## src/slsbd_pkg.sv

```systemverilog
/*
 Constants, encodings and types for the shift, logic, string, bit and call
 opcode decoder. Assumes a byte-wide fetch feed and a datapath that reads
 the decoded class one cycle after the last opcode or mod reg r/m byte.
*/
package slsbd_pkg;
   // Prefix and escape bytes
   localparam logic [7:0] ESCAPE_BYTE = 8'h0F;
   localparam logic [7:0] REP_UNEQUAL_BYTE = 8'hF2;
   localparam logic [7:0] REP_EQUAL_BYTE = 8'hF3;
   // Reset values of the registered outputs
   localparam logic [7:0] MODRM_RESET = 8'h00;
   // Field positions inside the mod reg r/m byte
   localparam int SUBOP_HI = 5;
   localparam int SUBOP_LO = 3;

   // Decoder sequencing states
   typedef enum logic [1:0]
   {
      ST_OPCODE = 2'b00,
      ST_ESCAPED = 2'b01,
      ST_MODRM = 2'b10
   } slsbd_state_t;

   // Decoded operation classes
   typedef enum logic [4:0]
   {
      OP_NONE = 5'h00, rotate_left_op = 5'h01, rotate_right_op = 5'h02,
      rotate_left_carry_op = 5'h03, rotate_right_carry_op = 5'h04,
      shift_left_op = 5'h05, logical_right_shift_op = 5'h06,
      arith_right_shift_op = 5'h07, double_left_shift_op = 5'h08,
      double_right_shift_op = 5'h09, OP_AND = 5'h0A, OP_OR = 5'h0B,
      OP_XOR = 5'h0C, OP_TEST = 5'h0D, OP_INVERT = 5'h0E,
      string_compare_op = 5'h0F, string_move_op = 5'h10,
      string_load_op = 5'h11, string_store_op = 5'h12,
      string_scan_op = 5'h13, string_port_in_op = 5'h14,
      string_port_out_op = 5'h15, forward_bit_scan_op = 5'h16,
      reverse_bit_scan_op = 5'h17, bit_test_op = 5'h18,
      bit_test_set_op = 5'h19, bit_test_clear_op = 5'h1A,
      bit_test_flip_op = 5'h1B, OP_CALL_NEAR = 5'h1C, OP_CALL_FAR = 5'h1D
   } slsbd_op_t;

   // Where a shift takes its amount from
   typedef enum logic [1:0]
   {
      SRC_NONE = 2'b00, SRC_ONE = 2'b01, SRC_COUNT_LOW = 2'b10,
      SRC_IMM8 = 2'b11
   } slsbd_src_t;

   // What trails the opcode in the stream
   typedef enum logic [1:0]
   {
      IMM_NONE = 2'b00, IMM_BYTE = 2'b01, IMM_FULL = 2'b10,
      IMM_FAR_PTR = 2'b11
   } slsbd_imm_t;

   // Repeat behaviour for string operations
   typedef enum logic [1:0]
   {
      REP_NONE = 2'b00, REP_COUNT = 2'b01, REP_WHILE_EQUAL = 2'b10,
      REP_WHILE_UNEQUAL = 2'b11
   } slsbd_rep_t;
endpackage

```

## src/slsbd_decoder.sv

```systemverilog
/*
 Opcode decoder for shifts, logic, strings, bit operations and calls.
 Assumes one instruction byte per valid cycle, in order, with no stall;
 bytes after the mod reg r/m byte (immediates, displacements) are not
 sent here but skipped by fetch using the reported immediate kind.
*/
`timescale 1ns/1ps
`default_nettype none
module slsbd_decoder
   import slsbd_pkg::*;
(
   input wire logic I_CLK,              // Core clock, 50 MHz
   input wire logic I_RST,              // Async reset, active high
   input wire logic I_BYTE_VALID,       // Fetch byte present
   input wire logic [7:0] I_BYTE,       // Fetch byte
   output logic O_VALID,                // One-cycle decode strobe
   output slsbd_op_t O_OP,              // Operation class
   output logic O_WIDE,                 // Full width, else byte
   output logic O_REG_IS_DEST,          // Reg field is destination
   output slsbd_src_t O_SHIFT_SRC,      // Shift amount source
   output slsbd_imm_t O_IMM_KIND,       // Trailing data kind
   output slsbd_rep_t O_REP_MODE,       // String repeat mode
   output logic O_WRITES_RESULT,        // Result written back
   output logic O_INDIRECT,             // Target from reg/memory
   output logic O_INVALID,              // Invalid opcode flag
   output logic [7:0] O_MODRM           // Captured mod reg r/m
);

   // Outcome of decoding one opcode with its sub-field
   typedef struct packed
   {
      slsbd_op_t op;
      logic wide;
      logic dir;
      slsbd_src_t src;
      slsbd_imm_t imm;
      slsbd_rep_t rep;
      logic wr;
      logic ind;
      logic inval;
      logic modrm;
   } slsbd_dec_t;

   // Whole module state
   typedef struct packed
   {
      slsbd_state_t st;
      logic esc;
      logic [7:0] opc;
      logic [1:0] pfx;
      logic valid;
      slsbd_dec_t res;
      logic [7:0] modrm;
   } slsbd_regs_t;

   slsbd_regs_t r_q; // Registered state
   slsbd_regs_t r_d; // Next state
   slsbd_dec_t dec; // Decode of the pending byte

   // Maps escape, opcode, sub-field and prefix to an operation
   function automatic slsbd_dec_t decode(input logic esc,
      input logic [7:0] opc, input logic [2:0] sub, input logic [1:0] pfx);
      slsbd_dec_t d;
      d = '0;
      d.op = OP_NONE;
      d.src = SRC_NONE;
      d.imm = IMM_NONE;
      d.rep = REP_NONE;
      d.wide = opc[0];
      d.wr = 1'b1;
      if (esc)
      begin
         // Two-byte forms: all carry a mod reg r/m byte, full width
         d.modrm = 1'b1;
         d.wide = 1'b1;
         casez (opc)
            8'b1010_010?:
            begin
               d.op = double_left_shift_op;
               d.src = opc[0] ? SRC_COUNT_LOW : SRC_IMM8;
               d.imm = opc[0] ? IMM_NONE : IMM_BYTE;
            end
            8'b1010_110?:
            begin
               d.op = double_right_shift_op;
               d.src = opc[0] ? SRC_COUNT_LOW : SRC_IMM8;
               d.imm = opc[0] ? IMM_NONE : IMM_BYTE;
            end
            8'b1011_110?:
            begin
               d.op = opc[0] ? reverse_bit_scan_op : forward_bit_scan_op;
               d.dir = 1'b1;
            end
            8'b1011_1010:
            begin
               d.imm = IMM_BYTE;
               case (sub)
                  3'h4: d.op = bit_test_op;
                  3'h5: d.op = bit_test_set_op;
                  3'h6: d.op = bit_test_clear_op;
                  3'h7: d.op = bit_test_flip_op;
                  default: d.inval = 1'b1;
               endcase
               d.wr = (sub != 3'h4);
            end
            8'b101?_?011:
            begin
               case (opc[4:3])
                  2'b00: d.op = bit_test_op;
                  2'b01: d.op = bit_test_set_op;
                  2'b10: d.op = bit_test_clear_op;
                  default: d.op = bit_test_flip_op;
               endcase
               d.wr = (opc[4:3] != 2'b00);
            end
            default:
            begin
               // Unknown escape: no mod byte assumed
               d.modrm = 1'b0;
               d.inval = 1'b1;
            end
         endcase
      end
      else
      begin
         casez (opc)
            8'b1101_00??, 8'b1100_000?:
            begin
               d.modrm = 1'b1;
               d.src = opc[4] ? (opc[1] ? SRC_COUNT_LOW : SRC_ONE)
                              : SRC_IMM8;
               d.imm = opc[4] ? IMM_NONE : IMM_BYTE;
               case (sub)
                  3'h0: d.op = rotate_left_op;
                  3'h1: d.op = rotate_right_op;
                  3'h2: d.op = rotate_left_carry_op;
                  3'h3: d.op = rotate_right_carry_op;
                  3'h4: d.op = shift_left_op;
                  3'h5: d.op = logical_right_shift_op;
                  3'h7: d.op = arith_right_shift_op;
                  default: d.inval = 1'b1;
               endcase
            end
            8'b0010_00??, 8'b0000_10??, 8'b0011_00??:
            begin
               d.modrm = 1'b1;
               d.dir = opc[1];
               d.op = (opc[5:3] == 3'b100) ? OP_AND :
                      (opc[5:3] == 3'b001) ? OP_OR : OP_XOR;
            end
            8'b0010_010?, 8'b0000_110?, 8'b0011_010?:
            begin
               d.imm = opc[0] ? IMM_FULL : IMM_BYTE;
               d.op = (opc[5:3] == 3'b100) ? OP_AND :
                      (opc[5:3] == 3'b001) ? OP_OR : OP_XOR;
            end
            8'b1000_00??:
            begin
               d.modrm = 1'b1;
               // Sign-extended form carries a single byte
               d.imm = (opc[1] | ~opc[0]) ? IMM_BYTE : IMM_FULL;
               case (sub)
                  3'h4: d.op = OP_AND;
                  3'h1: d.op = OP_OR;
                  3'h6: d.op = OP_XOR;
                  default: d.inval = 1'b1; // Other arithmetic, not ours
               endcase
            end
            8'b1000_010?:
            begin
               d.modrm = 1'b1;
               d.op = OP_TEST;
               d.wr = 1'b0;
            end
            8'b1010_100?:
            begin
               d.op = OP_TEST;
               d.wr = 1'b0;
               d.imm = opc[0] ? IMM_FULL : IMM_BYTE;
            end
            8'b1111_011?:
            begin
               d.modrm = 1'b1;
               if (sub == 3'h0)
               begin
                  d.op = OP_TEST;
                  d.wr = 1'b0;
                  d.imm = opc[0] ? IMM_FULL : IMM_BYTE;
               end
               else if (sub == 3'h2)
                  d.op = OP_INVERT;
               else
                  d.inval = 1'b1;
            end
            8'b1010_011?, 8'b1010_010?, 8'b1010_110?, 8'b1010_101?,
            8'b1010_111?, 8'b0110_110?, 8'b0110_111?:
            begin
               case (opc[7:1])
                  7'b1010011: d.op = string_compare_op;
                  7'b1010010: d.op = string_move_op;
                  7'b1010110: d.op = string_load_op;
                  7'b1010101: d.op = string_store_op;
                  7'b1010111: d.op = string_scan_op;
                  7'b0110110: d.op = string_port_in_op;
                  default: d.op = string_port_out_op;
               endcase
               // Compare and scan only set flags
               d.wr = ~(opc[7:1] == 7'b1010011 || opc[7:1] == 7'b1010111);
               if (pfx != 2'b00)
               begin
                  if (opc[7:1] == 7'b1010011 || opc[7:1] == 7'b1010111)
                     d.rep = pfx[0] ? REP_WHILE_EQUAL
                                    : REP_WHILE_UNEQUAL;
                  else
                     d.rep = REP_COUNT;
               end
            end
            8'b1110_1000:
            begin
               d.op = OP_CALL_NEAR;
               d.wide = 1'b1;
               d.imm = IMM_FULL;
            end
            8'b1001_1010:
            begin
               d.op = OP_CALL_FAR;
               d.wide = 1'b1;
               d.imm = IMM_FAR_PTR;
            end
            8'b1111_1111:
            begin
               d.modrm = 1'b1;
               d.wide = 1'b1;
               d.ind = 1'b1;
               if (sub == 3'h2)
                  d.op = OP_CALL_NEAR;
               else if (sub == 3'h3)
                  d.op = OP_CALL_FAR;
               else
                  d.inval = 1'b1;
            end
            default:
               d.inval = 1'b1;
         endcase
      end
      if (d.inval)
         d.op = OP_NONE;
      return d;
   endfunction

   // Sequencer: prefix, escape, opcode, then mod reg r/m when needed
   always_comb
   begin
      r_d = r_q;
      r_d.valid = 1'b0;
      if (r_q.st == ST_MODRM)
         dec = decode(r_q.esc, r_q.opc, I_BYTE[SUBOP_HI:SUBOP_LO], r_q.pfx);
      else
         dec = decode(r_q.st == ST_ESCAPED, I_BYTE, 3'h0, r_q.pfx);
      if (I_BYTE_VALID)
      begin
         case (r_q.st)
            ST_OPCODE:
            begin
               if (I_BYTE == REP_EQUAL_BYTE || I_BYTE == REP_UNEQUAL_BYTE)
                  // Repeat prefix: last one seen wins
                  r_d.pfx = {1'b1, I_BYTE[0]};
               else if (I_BYTE == ESCAPE_BYTE)
                  r_d.st = ST_ESCAPED;
               else if (dec.modrm)
               begin
                  r_d.st = ST_MODRM;
                  r_d.esc = 1'b0;
                  r_d.opc = I_BYTE;
               end
               else
               begin
                  // Complete without a mod byte
                  r_d.valid = 1'b1;
                  r_d.res = dec;
                  r_d.modrm = MODRM_RESET;
                  r_d.pfx = 2'b00;
               end
            end
            ST_ESCAPED:
            begin
               if (dec.modrm)
               begin
                  r_d.st = ST_MODRM;
                  r_d.esc = 1'b1;
                  r_d.opc = I_BYTE;
               end
               else
               begin
                  // Unknown escaped code is flagged at once
                  r_d.st = ST_OPCODE;
                  r_d.valid = 1'b1;
                  r_d.res = dec;
                  r_d.modrm = MODRM_RESET;
                  r_d.pfx = 2'b00;
               end
            end
            ST_MODRM:
            begin
               r_d.st = ST_OPCODE;
               r_d.esc = 1'b0;
               r_d.valid = 1'b1;
               r_d.res = dec;
               r_d.modrm = I_BYTE;
               r_d.pfx = 2'b00;
            end
            default:
               r_d.st = ST_OPCODE; // Unused code recovers to idle
         endcase
      end
   end

   // State register; reset returns to idle with a quiet result
   always_ff @(posedge I_CLK or posedge I_RST)
   begin
      if (I_RST)
      begin
         r_q <= '0;
         r_q.st <= ST_OPCODE;
         r_q.res.op <= OP_NONE;
         r_q.modrm <= MODRM_RESET;
      end
      else
         r_q <= r_d;
   end

   // Outputs come straight from the state register
   assign O_VALID = r_q.valid;
   assign O_OP = r_q.res.op;
   assign O_WIDE = r_q.res.wide;
   assign O_REG_IS_DEST = r_q.res.dir;
   assign O_SHIFT_SRC = r_q.res.src;
   assign O_IMM_KIND = r_q.res.imm;
   assign O_REP_MODE = r_q.res.rep;
   assign O_WRITES_RESULT = r_q.res.wr;
   assign O_INDIRECT = r_q.res.ind;
   assign O_INVALID = r_q.res.inval;
   assign O_MODRM = r_q.modrm;

endmodule
`default_nettype wire

```

## config.mk

```make
export PLATFORM = sky130hd
export DESIGN_NAME = slsbd_decoder
export DESIGN_NICKNAME = d
export VERILOG_FILES = /design/src/slsbd_pkg.sv /design/src/slsbd_decoder.sv
export SDC_FILE = /design/constraint.sdc
export NUM_CORES = 1
export LEC_CHECK = 0
export ABC_AREA = 0
export BUFFER_PORTS_ARGS = -buffer_cell sky130_fd_sc_hd__buf_2
export CAP_MARGIN = 20
export CORE_MARGIN = 4
export CORE_UTILIZATION = 49
export DETAILED_ROUTE_END_ITERATION = 16
export PLACE_DENSITY = 0.7
export REMOVE_ABC_BUFFERS = 1
export SLEW_MARGIN = 20
export SYNTH_ARGS = -nofsm -noshare
export SYNTH_HDL_FRONTEND = slang
export SYNTH_SLANG_ARGS = --single-unit
```

## constraint.sdc

```tcl
create_clock -name I_CLK -period 3.3 [get_ports I_CLK]
set_input_delay 0.165 -clock I_CLK [delete_from_list [all_inputs] [get_ports I_CLK]]
set_output_delay 0.165 -clock I_CLK [all_outputs]
set_load 0.02 [all_outputs]
```

# After elaboration in Yosys (flattened, before gate mapping)
# Cells that the tools add are included.
dict set report word_totals {
  reg_bits 39
  in_bits 11
  output_inout_bits 25
  word_cells 249
}
dict set report classes {
  n_eq_ne 75
  mux 108
  bitwise 6
  reduce_logical 44
}
# operator n
set op_table {}
lappend op_table {{== test 7 bit (second input constant)} 20}
lappend op_table {{case mux 5 bit (6 select lines)} 3}
lappend op_table {{case mux 28 bit (3 select lines)} 1}
lappend op_table {{== test 8 bit (second input constant)} 10}
lappend op_table {{two-way mux 2 bit} 28}
lappend op_table {{two-way mux 26 bit} 2}
lappend op_table {{case mux 5 bit (9 select lines)} 1}
lappend op_table {{two-way mux 11 bit} 4}
lappend op_table {{case mux 5 bit (4 select lines)} 2}
lappend op_table {{two-way mux 37 bit} 1}
lappend op_table {{== test 6 bit (second input constant)} 6}
lappend op_table {{two-way mux 1 bit} 36}
lappend op_table {{== test 7 x 5 -> 1 bit (second input constant)} 4}
lappend op_table {{== test 7 x 6 -> 1 bit (second input constant)} 4}
lappend op_table {{two-way mux 28 bit} 1}
lappend op_table {{two-way mux 5 bit} 5}
lappend op_table {{case mux 5 bit (5 select lines)} 1}
lappend op_table {{== test 6 x 4 -> 1 bit (second input constant)} 4}
lappend op_table {{case mux 3 bit (7 select lines)} 1}
lappend op_table {{OR reduction 7 bit} 3}
lappend op_table {{OR reduction 20 bit} 1}
lappend op_table {{OR reduction 3 bit} 6}
lappend op_table {{OR reduction 9 bit} 2}
lappend op_table {{two-way mux 17 bit} 1}
lappend op_table {{other kinds (37)} 86}

# Logic depth before layout (Yosys ltp)
# Gate-level depths: netlist of run 1.
dict set report logic_depth {
  word_depth 13
  depth_mapped 10
  ltp_nobuf 8
}

# Worst setup path after synthesis of run 1
# OpenSTA, ideal clock, no wires.
dict set report synth_path {
  path_kind {flip-flop to flip-flop}
  start {register r_q[32] (netlist name)}
  end {register r_q[32] (netlist name)}
  arrival_ps 2135
  required_ps 3172
  path_slack_ps 1037
  path_stages_with_launch 10
  path_buffers 2
  synth_period_minus_slack_ps 2263
  path_cell_list {dfrtp_1 -> buf_2 -> nor4_1 -> nand2_1 -> nand3_1 -> o21ai_1 -> mux2i_4 -> and3_1 -> buf_6 -> mux2_1}
}
dict set report synth_between {
  elab_chain_cells 8
  elab_cells_between_ends 23
}
# element line
set synth_rtl {}
lappend synth_rtl {{start, declared} slsbd_decoder.sv:56} ;# slsbd_regs_t r_q;
lappend synth_rtl {{start signal, assigned} slsbd_decoder.sv:329} ;# r_q <= r_d;
lappend synth_rtl {{== test 8 bit, or another cell as far along} slsbd_decoder.sv:126} ;# casez (opc)
lappend synth_rtl {{OR reduction 9 bit (no line) or OR reduction 5 bit (tied branches)} n/a}
lappend synth_rtl {{two-way mux 1 bit (on tied branches)} {slsbd_decoder.sv:126, slsbd_decoder.sv:76}}
lappend synth_rtl {{two-way mux 2 bit (*)} slsbd_decoder.sv:71} ;# if (esc)
lappend synth_rtl {{two-way mux 2 bit (*)} slsbd_decoder.sv:256} ;# if (r_q.st == ST_MODRM)
lappend synth_rtl {{two-way mux 17 bit (*)} slsbd_decoder.sv:256}
lappend synth_rtl {{!= test 2 bit (no line)} n/a}
lappend synth_rtl {{AND reduction 6 bit (no line) (*)} n/a}
# Mark *: on every way between the ends. The rest lies on a longest branch, timed or not. The select of a mux whose other input is x is not followed.
# A chain may end at the register's enable or synchronous reset.

# Final worst setup path of run 1
dict set report layout_path {
  start {register r_q[30] (netlist name)}
  end {register r_q[35] (netlist name)}
}
dict set report layout_between {
  elab_chain_cells 8
  elab_cells_between_ends 24
}
# element line
set layout_rtl {}
lappend layout_rtl {{== test 8 bit, or another cell as far along} slsbd_decoder.sv:126}
lappend layout_rtl {{OR reduction 9 bit (no line) or OR reduction 5 bit (tied branches)} n/a}
lappend layout_rtl {{two-way mux 1 bit (on tied branches)} {slsbd_decoder.sv:126, slsbd_decoder.sv:76}}
lappend layout_rtl {{two-way mux 2 bit (*)} slsbd_decoder.sv:71}
lappend layout_rtl {{two-way mux 2 bit (*)} slsbd_decoder.sv:256}
lappend layout_rtl {{two-way mux 17 bit (*)} slsbd_decoder.sv:256}
lappend layout_rtl {{!= test 2 bit (no line)} n/a}
lappend layout_rtl {{AND reduction 6 bit (no line) (*)} n/a}
# Marked as above.

==> results of run 1 <==
repair_timing:
action,4_1_cts,5_1_grt
hold buffers,1,0
endpoints found under the hold margin,21,0
endpoints found under the setup margin,0,0
resized for setup,0,0
kinds of logic after synthesis:
group / after synthesis
AO/OA/AOI/OAI: 150
AND/OR/NAND/NOR: 188
flip-flops: 38
buffers and inverters: 74
adder cells (fa/ha/maj): 4
multiplexers: 9
XOR/XNOR: 3
critical path: cells and delay by family (launching register included):
family           cells  cell delay, ns
AO/OA/AOI/OAI        1            0.18
flip-flops           1            0.50
multiplexers         2            0.68
AND/OR/NAND/NOR      4            1.47
routing by layer:
| layer | global-route usage, % | routed length [µm] |
|---|---|---|
| met2 | 42.5 | 5240 |
| met4 | 9.40 | 343 |
| met1 | 38.8 | 5180 |
| met5 | 0 | 0 |
| met3 | 6.26 | 1160 |
path summary, 6_finish.rpt:
check	start	to	slack, ns	cells after the start
min in group asynchronous	I_RST	O_IMM_KIND[1]	0.52	4
worst max register to register	r_q[30]	r_q[35]	0.34	7
worst min-delay path	I_BYTE_VALID	r_q[38]	0.16	2
worst min register to register	O_INVALID	O_INVALID	0.47	2
max in group asynchronous	I_RST	r_q[36]	2.44	4
worst max-delay path	r_q[30]	r_q[35]	0.34	7
cell usage after synthesis (all sizes together) (2+ instances only):
library cell and n:
or2 2, clkinv 2, clkbuf 20, or4 3, a31o 3, and3 8
a31oi 6, or3 4, mux2i 5, a21o 6, o211ai 5, nand4 9
dfrtp 38, a21oi 25, and2 5, buf 33, o31ai 7, o32ai 3
nand3 15, nand3b 5, a41o 4, xnor2 2, a211o 2, inv 19
nor2 40, ha 4, nor2b 11, nand2 52, mux2 4, o21ai 37
nor4 3, a32oi 3, o41ai 4, a221o 5, o221ai 2, nand2b 13
a2bb2oi 2, a211oi 4, a32o 3, nor3 12, o22ai 7, a22o 6
sequential cells by signal, summed over array words and instances (netlist names):
name	count
O_INDIRECT	1
O_SHIFT_SRC	2
O_REG_IS_DEST	1
O_IMM_KIND	2
O_VALID	1
O_WRITES_RESULT	1
O_WIDE	1
O_MODRM	8
O_OP	5
r_q	13
O_REP_MODE	2
O_INVALID	1
area by class of cell:
| cell class | count | share of cell area, % |
|---|---|---|
| Multi-Input combinational cell | 354 | 57.7 |
| Sequential cell | 38 | 25.1 |
| Timing Repair Buffer | 57 | 9.07 |
| Tap cell | 96 | 3.18 |
| Inverter | 21 | 2.08 |
| Clock buffer | 7 | 2.02 |
| Clock inverter | 1 | 0.794 |
power groups by stage:
stage | Combinational [µW] | Clock, µW | Sequential [µW]
final | 1690 | 397 | 822
after global routing | 1820 | 421 | 845
after CTS | 1660 | 402 | 813
after detailed placement | 1650 | 0 | 824
after global placement | 1660 | 0 | 826
after floorplan | 904 | 0 | 957
through the flow:
step                utilization [%]  total power (µW)  setup WS [ns]  hold WS (ns)
floorplan                         -              1860          0.767         0.284
global placement               53.4              2490          0.475         0.298
detailed placement             53.4              2470          0.396         0.307
CTS                            55.0              2870          0.383         0.157
global route                   55.0              3090          0.127         0.202
finish                         55.0              2910          0.343         0.156
==> reports/metrics.csv, run 1 <==
stage,metric,value,unit
sta,# setup viols final,0,
detailed_routing,routed wire length per instance,20.8,µm
layout,Ant. Diodes,0,
logic_synthesis,top_reg_cell synth,dfrtp_1,
pwr,Sw Share,49.1,%
pwr,PwrDens,769,nW/µm²
logic_synthesis,synth top area cells,"dfrtp_1 (27%), nand2_1 (5.5%), o21ai_0 (5.0%)",
cts,CTS tree,done,
die,Die W,92.6,µm
critical_path,startpoint types,flip-flop,
cts,root buf cell,clkbuf_8,
sta,RSZ-0062 raised after global routing,no,
layout,multi-input logic area,2180,µm²
pwr,NetSw,1430,µW
sta,final-report hold violation count,0,
status,outcome,"finished, final reports clean",
critical_path,crit end category,flip-flop,
logic_synthesis,post-synthesis sequential area ratio,27.1,%
layout,"most common cell after layout, fill and taps aside",nand2_1,
logic_synthesis,Mapped Area,3510,µm²
grt,number of global-route vias before repair,3611,
layout,"commonest non-fill, non-tap cells in the layout","nand2_1 (51), nor2_1 (39), dfrtp_1 (38), o21ai_0 (35), buf_2 (35)",
cts,worst skew pair latency,0.30,ns
place,DP Cell Count,565,
sta,fin crit period,2.96,ns
place,hpwl dp,8880,µm
sta,measured slew at the worst slew-check pin,0.593,ns
die,I/O pin cnt,36,
cts,CTS sink count,38,
logic_synthesis,proportion of netlist area held by the largest area contributor,27.1,%
detailed_routing,first drt pass iteration count,5,
cts,Worst-path clk slew,0.09,ns
die,Chip Height,92.6,µm
sta,Slew headroom,59.4,%
critical_path,worst path cell trace,nor4_1 -> nand2_1 -> nand3_1 -> o21ai_1 -> mux2i_4 -> and3_1 -> mux2_1,
sta,Slew Limit Fails,0,
grt,initial antenna violation count,0,
pwr,Cell Int Power,1480,µW
logic_synthesis,register bit total from synthesis,38,
logic_synthesis,post-synthesis xor/xnor area fraction,0.748,%
pwr,Reg power frac,28.2,%
logic_synthesis,Cell variety after synth,74,
logic_synthesis,number of synthesized flops with an enable pin,0,
layout,post-route cell area,3780,µm²
logic_synthesis,Mapped Cells,466,
layout,Non-Filler Instances,574,
detailed_routing,drt via density,6.61,
logic_synthesis,Ys Warns,0,
critical_path,"Req. time, crit path",3.47,ns
detailed_routing,final WL,11900,µm
grt,GRT Total Usage,27.9,%
pwr,Leakage,0.00166,µW
critical_path,Worst Path Max Fanout,12,
layout,Area Growth Syn to Fin,7.70,%
logic_synthesis,Synth Area in Simple Gates,27.2,%
detailed_routing,DR iter-0 viols,479,
sta,setup_tns,0,ns
pwr,Comb pwr share,58.1,%
critical_path,CP Class,flip-flop to flip-flop,
detailed_routing,routed vias,3792,
grt,first-pass GRT wire length,18900,µm
place,port bufs,35,
place,placer congestion estimate,1.05,
place,placement-stage cell area,3660,µm²
logic_synthesis,largest family of logic cells by synthesized area,compound AO/OA/AOI/OAI gates,
job,maxcap violations,0,
cts,CTS buffer count,5,
pwr,maximum VDD drop,0.462,mV
critical_path,"slowest stage cell, crit path",nor4_1,
logic_synthesis,Synth Area in Compound Gates,29.8,%
grt,pin count of the biggest net entering global routing,39,
die,initial core utilization,51.1,%
logic_synthesis,mux contribution to synthesized area,3.06,%
grt,total grt overflow,0,
die,Rows,30,
layout,sequential cell area,951,µm²
detailed_routing,Remaining DRCs,0,
logic_synthesis,"area leader, netlist",dfrtp_1,
logic_synthesis,Adder-Cell Fraction of Synth Area,1.43,%
sta,Final period util,89.6,%
worst_hold_path,Hold WC Path Type,input pin to flip-flop,
logic_synthesis,syn avg cell area,7.53,µm²
detailed_routing,post-route ant nets,0,
sta,Max Clock Skew,0.0144,ns
layout,# nets final,492,
die,Std-Cell Core Area,6870,µm²
cts,Max clock buf depth,2,
pwr,Clock Power Share,13.6,%
cts,Post-CTS Setup Inserts,0,
logic_synthesis,Post-synth ARST share,100,%
layout,Fillers,653,
die,Die ar.,8580,µm²
layout,share of layout cells above drive strength 1,15.5,%
cts,H-tree lvl count,2,
critical_path,crit path DAT,3.13,ns
sta,fmax,338,MHz
critical_path,CP max stage delay,0.56,ns
Power figures use the tool's default switching activity.
==> run 2: changes to the inputs <==
CAP_MARGIN = not set   (was 20)
CORE_MARGIN = 10   (was 4)
PLACE_DENSITY = 0.68   (was 0.7)
==> run 2 against run 1 <==
  * Flip-flop and latch count did not move
  * Core utilization fell by 0.46 points
  * Clock skew fell by 0.0041 ns
  * Design area fell by 0.83%
  * Sequential power fell by 2%
  * Critical path type unchanged
  * Critical endpoint is now r_q[34]
  * Largest cell class unchanged
  * Highest routed layer unchanged
==> reports/metrics.csv, run 2 (synthesized netlist as in run 1, its figures left out) <==
stage,metric,value,unit,change
layout,Area Growth Syn to Fin,6.81,%,
detailed_routing,routed wire length per instance,21.0,µm,+1.2%
cts,Max clock buf depth,2,,unchanged
status,outcome,"finished, final reports clean",,
die,Rows,30,,unchanged
sta,fin crit period,2.96,ns,+0.00316 ns
cts,cts hold-fix bufs,1,,unchanged
grt,first-pass GRT wire length,18700,µm,-1.1%
critical_path,startpoint types,flip-flop,,
detailed_routing,drt via density,6.54,,-1.0%
pwr,PwrDens,770,nW/µm²,+0.14%
layout,Ant. Diodes,0,,unchanged
layout,Non-Filler Instances,568,,-1.0%
detailed_routing,post-route ant nets,0,,unchanged
detailed_routing,first drt pass iteration count,5,,unchanged
place,port bufs,35,,unchanged
place,placer congestion estimate,0.991,,-5.7%
sta,RSZ-0062 raised after global routing,no,,
cts,root buf cell,clkbuf_8,,
pwr,Leakage,0.00164,µW,-1.2%
critical_path,reg2reg path depth,7,,unchanged
cts,CTS tree,done,,
die,Die ar.,11000,µm²,+28%
detailed_routing,DR iter-0 viols,506,,+5.6%
critical_path,worst path cell trace,nor4_1 -> nand2_1 -> nand3_1 -> o21ai_1 -> mux2i_4 -> and3_1 -> mux2_1,,
worst_hold_path,Hold Crit Endpoint,r_q[38],,
critical_path,Worst Path Max Fanout,15,,+3
grt,pin count of the biggest net entering global routing,39,,unchanged
sta,setup_tns,0,ns,unchanged
sta,fmax,338,MHz,-0.11%
critical_path,FF-to-FF setup slack,0.34,ns,about the same
worst_hold_path,Hold WC Path Type,input pin to flip-flop,,
critical_path,Worst Setup SP,r_q[33],,
worst_hold_path,Hold Path Origin,I_BYTE_VALID,,
cts,CTS sink count,38,,unchanged
critical_path,Buf/Inv on CP,0,,unchanged
die,Chip Height,105,µm,+13%
critical_path,CP max stage delay,0.56,ns,about the same
layout,"commonest non-fill, non-tap cells in the layout","nand2_1 (51), nor2_1 (39), dfrtp_1 (38), o21ai_0 (35), buf_2 (35)",,
place,placement-stage cell area,3630,µm²,-1.0%
sta,# setup viols final,0,,unchanged
detailed_routing,final WL,11900,µm,+0.11%
detailed_routing,Remaining DRCs,0,,unchanged
sta,Slew headroom,58.7,%,-0.78 points
pwr,maximum VDD drop,0.409,mV,-12%
cts,Worst-path clk slew,0.08,ns,about the same
cts,Resize count post-CTS,0,,unchanged
layout,number of flip-flops in the largest register,13,,unchanged
sta,Final period util,89.7,%,+0.096 points
sta,final-report hold violation count,0,,unchanged
cts,Post-CTS Setup Inserts,0,,unchanged
critical_path,reg-to-reg endpoint,r_q[34],,
grt,total grt overflow,0,,unchanged
grt,initial antenna violation count,0,,unchanged
cts,worst skew pair latency,0.30,ns,about the same
layout,share of layout cells above drive strength 1,14.8,%,-0.65 points
critical_path,crit path DAT,3.14,ns,about the same
detailed_routing,routed vias,3715,,-2.0%
grt,number of global-route vias before repair,3332,,-7.7%
critical_path,"Req. time, crit path",3.48,ns,about the same
layout,post-route cell area,3750,µm²,-0.83%
pwr,Pwr Total,2890,µW,-0.69%
sta,Slew Limit Fails,0,,unchanged
die,I/O pin cnt,36,,unchanged
layout,# nets final,487,,-1.0%
die,Std-Cell Core Area,6870,µm²,unchanged
sta,measured slew at the worst slew-check pin,0.620,ns,+0.0270 ns
die,Die W,105,µm,+13%
layout,register with the most flip-flops,r_q,,
sta,Max Clock Skew,0.0103,ns,-0.00411 ns
job,maxcap violations,0,,unchanged
layout,Util after Layout,54.6,%,-0.46 points
critical_path,"slowest stage cell, crit path",dfrtp_1,,
cts,CTS buffer count,5,,unchanged
worst_hold_path,Min-Delay Path Depth,2,,unchanged
critical_path,RR Startpoint,r_q[33],,
cts,H-tree lvl count,2,,unchanged
place,DP Cell Count,560,,-0.88%
critical_path,cell family with most CP delay,simple AND/OR/NAND/NOR gates,,
die,initial core utilization,51.1,%,unchanged
place,hpwl dp,8980,µm,+1.0%
critical_path,crit end category,flip-flop,,
grt,GRT Total Usage,20.6,%,-7.2 points
layout,Fillers,653,,unchanged
critical_path,CP Class,flip-flop to flip-flop,,
layout,"most common cell after layout, fill and taps aside",nand2_1,,
## run 2: cell count changes in the layout (fill, tap and decap cells not counted), sizes merged
cell    delta
buf        -5
clkbuf     -1
## run 2: worst max path at each step
stage | end | slack, ns | cells after the start
detailed placement | r_q[35] | 0.39 | 7
floorplan | r_q[29] | 0.77 | 7
global placement | r_q[32] | 0.46 | 7
finish | r_q[34] | 0.34 | 7
CTS | r_q[34] | 0.38 | 7
global route | r_q[35] | 0.08 | 7
## run 2: final cells by class
cell class	instances	area (µm²)	area share, %
well taps	96	120	3.20
flip-flops and latches	38	951	25.4
clock inverters	1	30.0	0.801
repair buffers	52	305	8.14
multi-input cells	354	2180	58.2
clock buffers	6	82.6	2.20
inverters	21	78.8	2.10
## run 2: routing by layer
metal | routed length (µm) | vias up | track usage, %
met5 | 0 | - | 0
met4 | 286 | 0 | 6.27
met3 | 1250 | 30 | 6.57
met2 | 5190 | 223 | 29.9
met1 | 5210 | 1747 | 28.4
li1 | - | 1715 | -
## run 2: stage by stage
stage	worst slack (ns)	hold WS, ns
floorplan	0.767	0.284
global placement	0.456	0.294
detailed placement	0.394	0.305
CTS	0.378	0.152
global route	0.0813	0.195
finish	0.340	0.154
## run 2: report_power, final
group          switching, µW  internal (µW)
combinational           1060            601
clock                    176            242
sequential               186            619
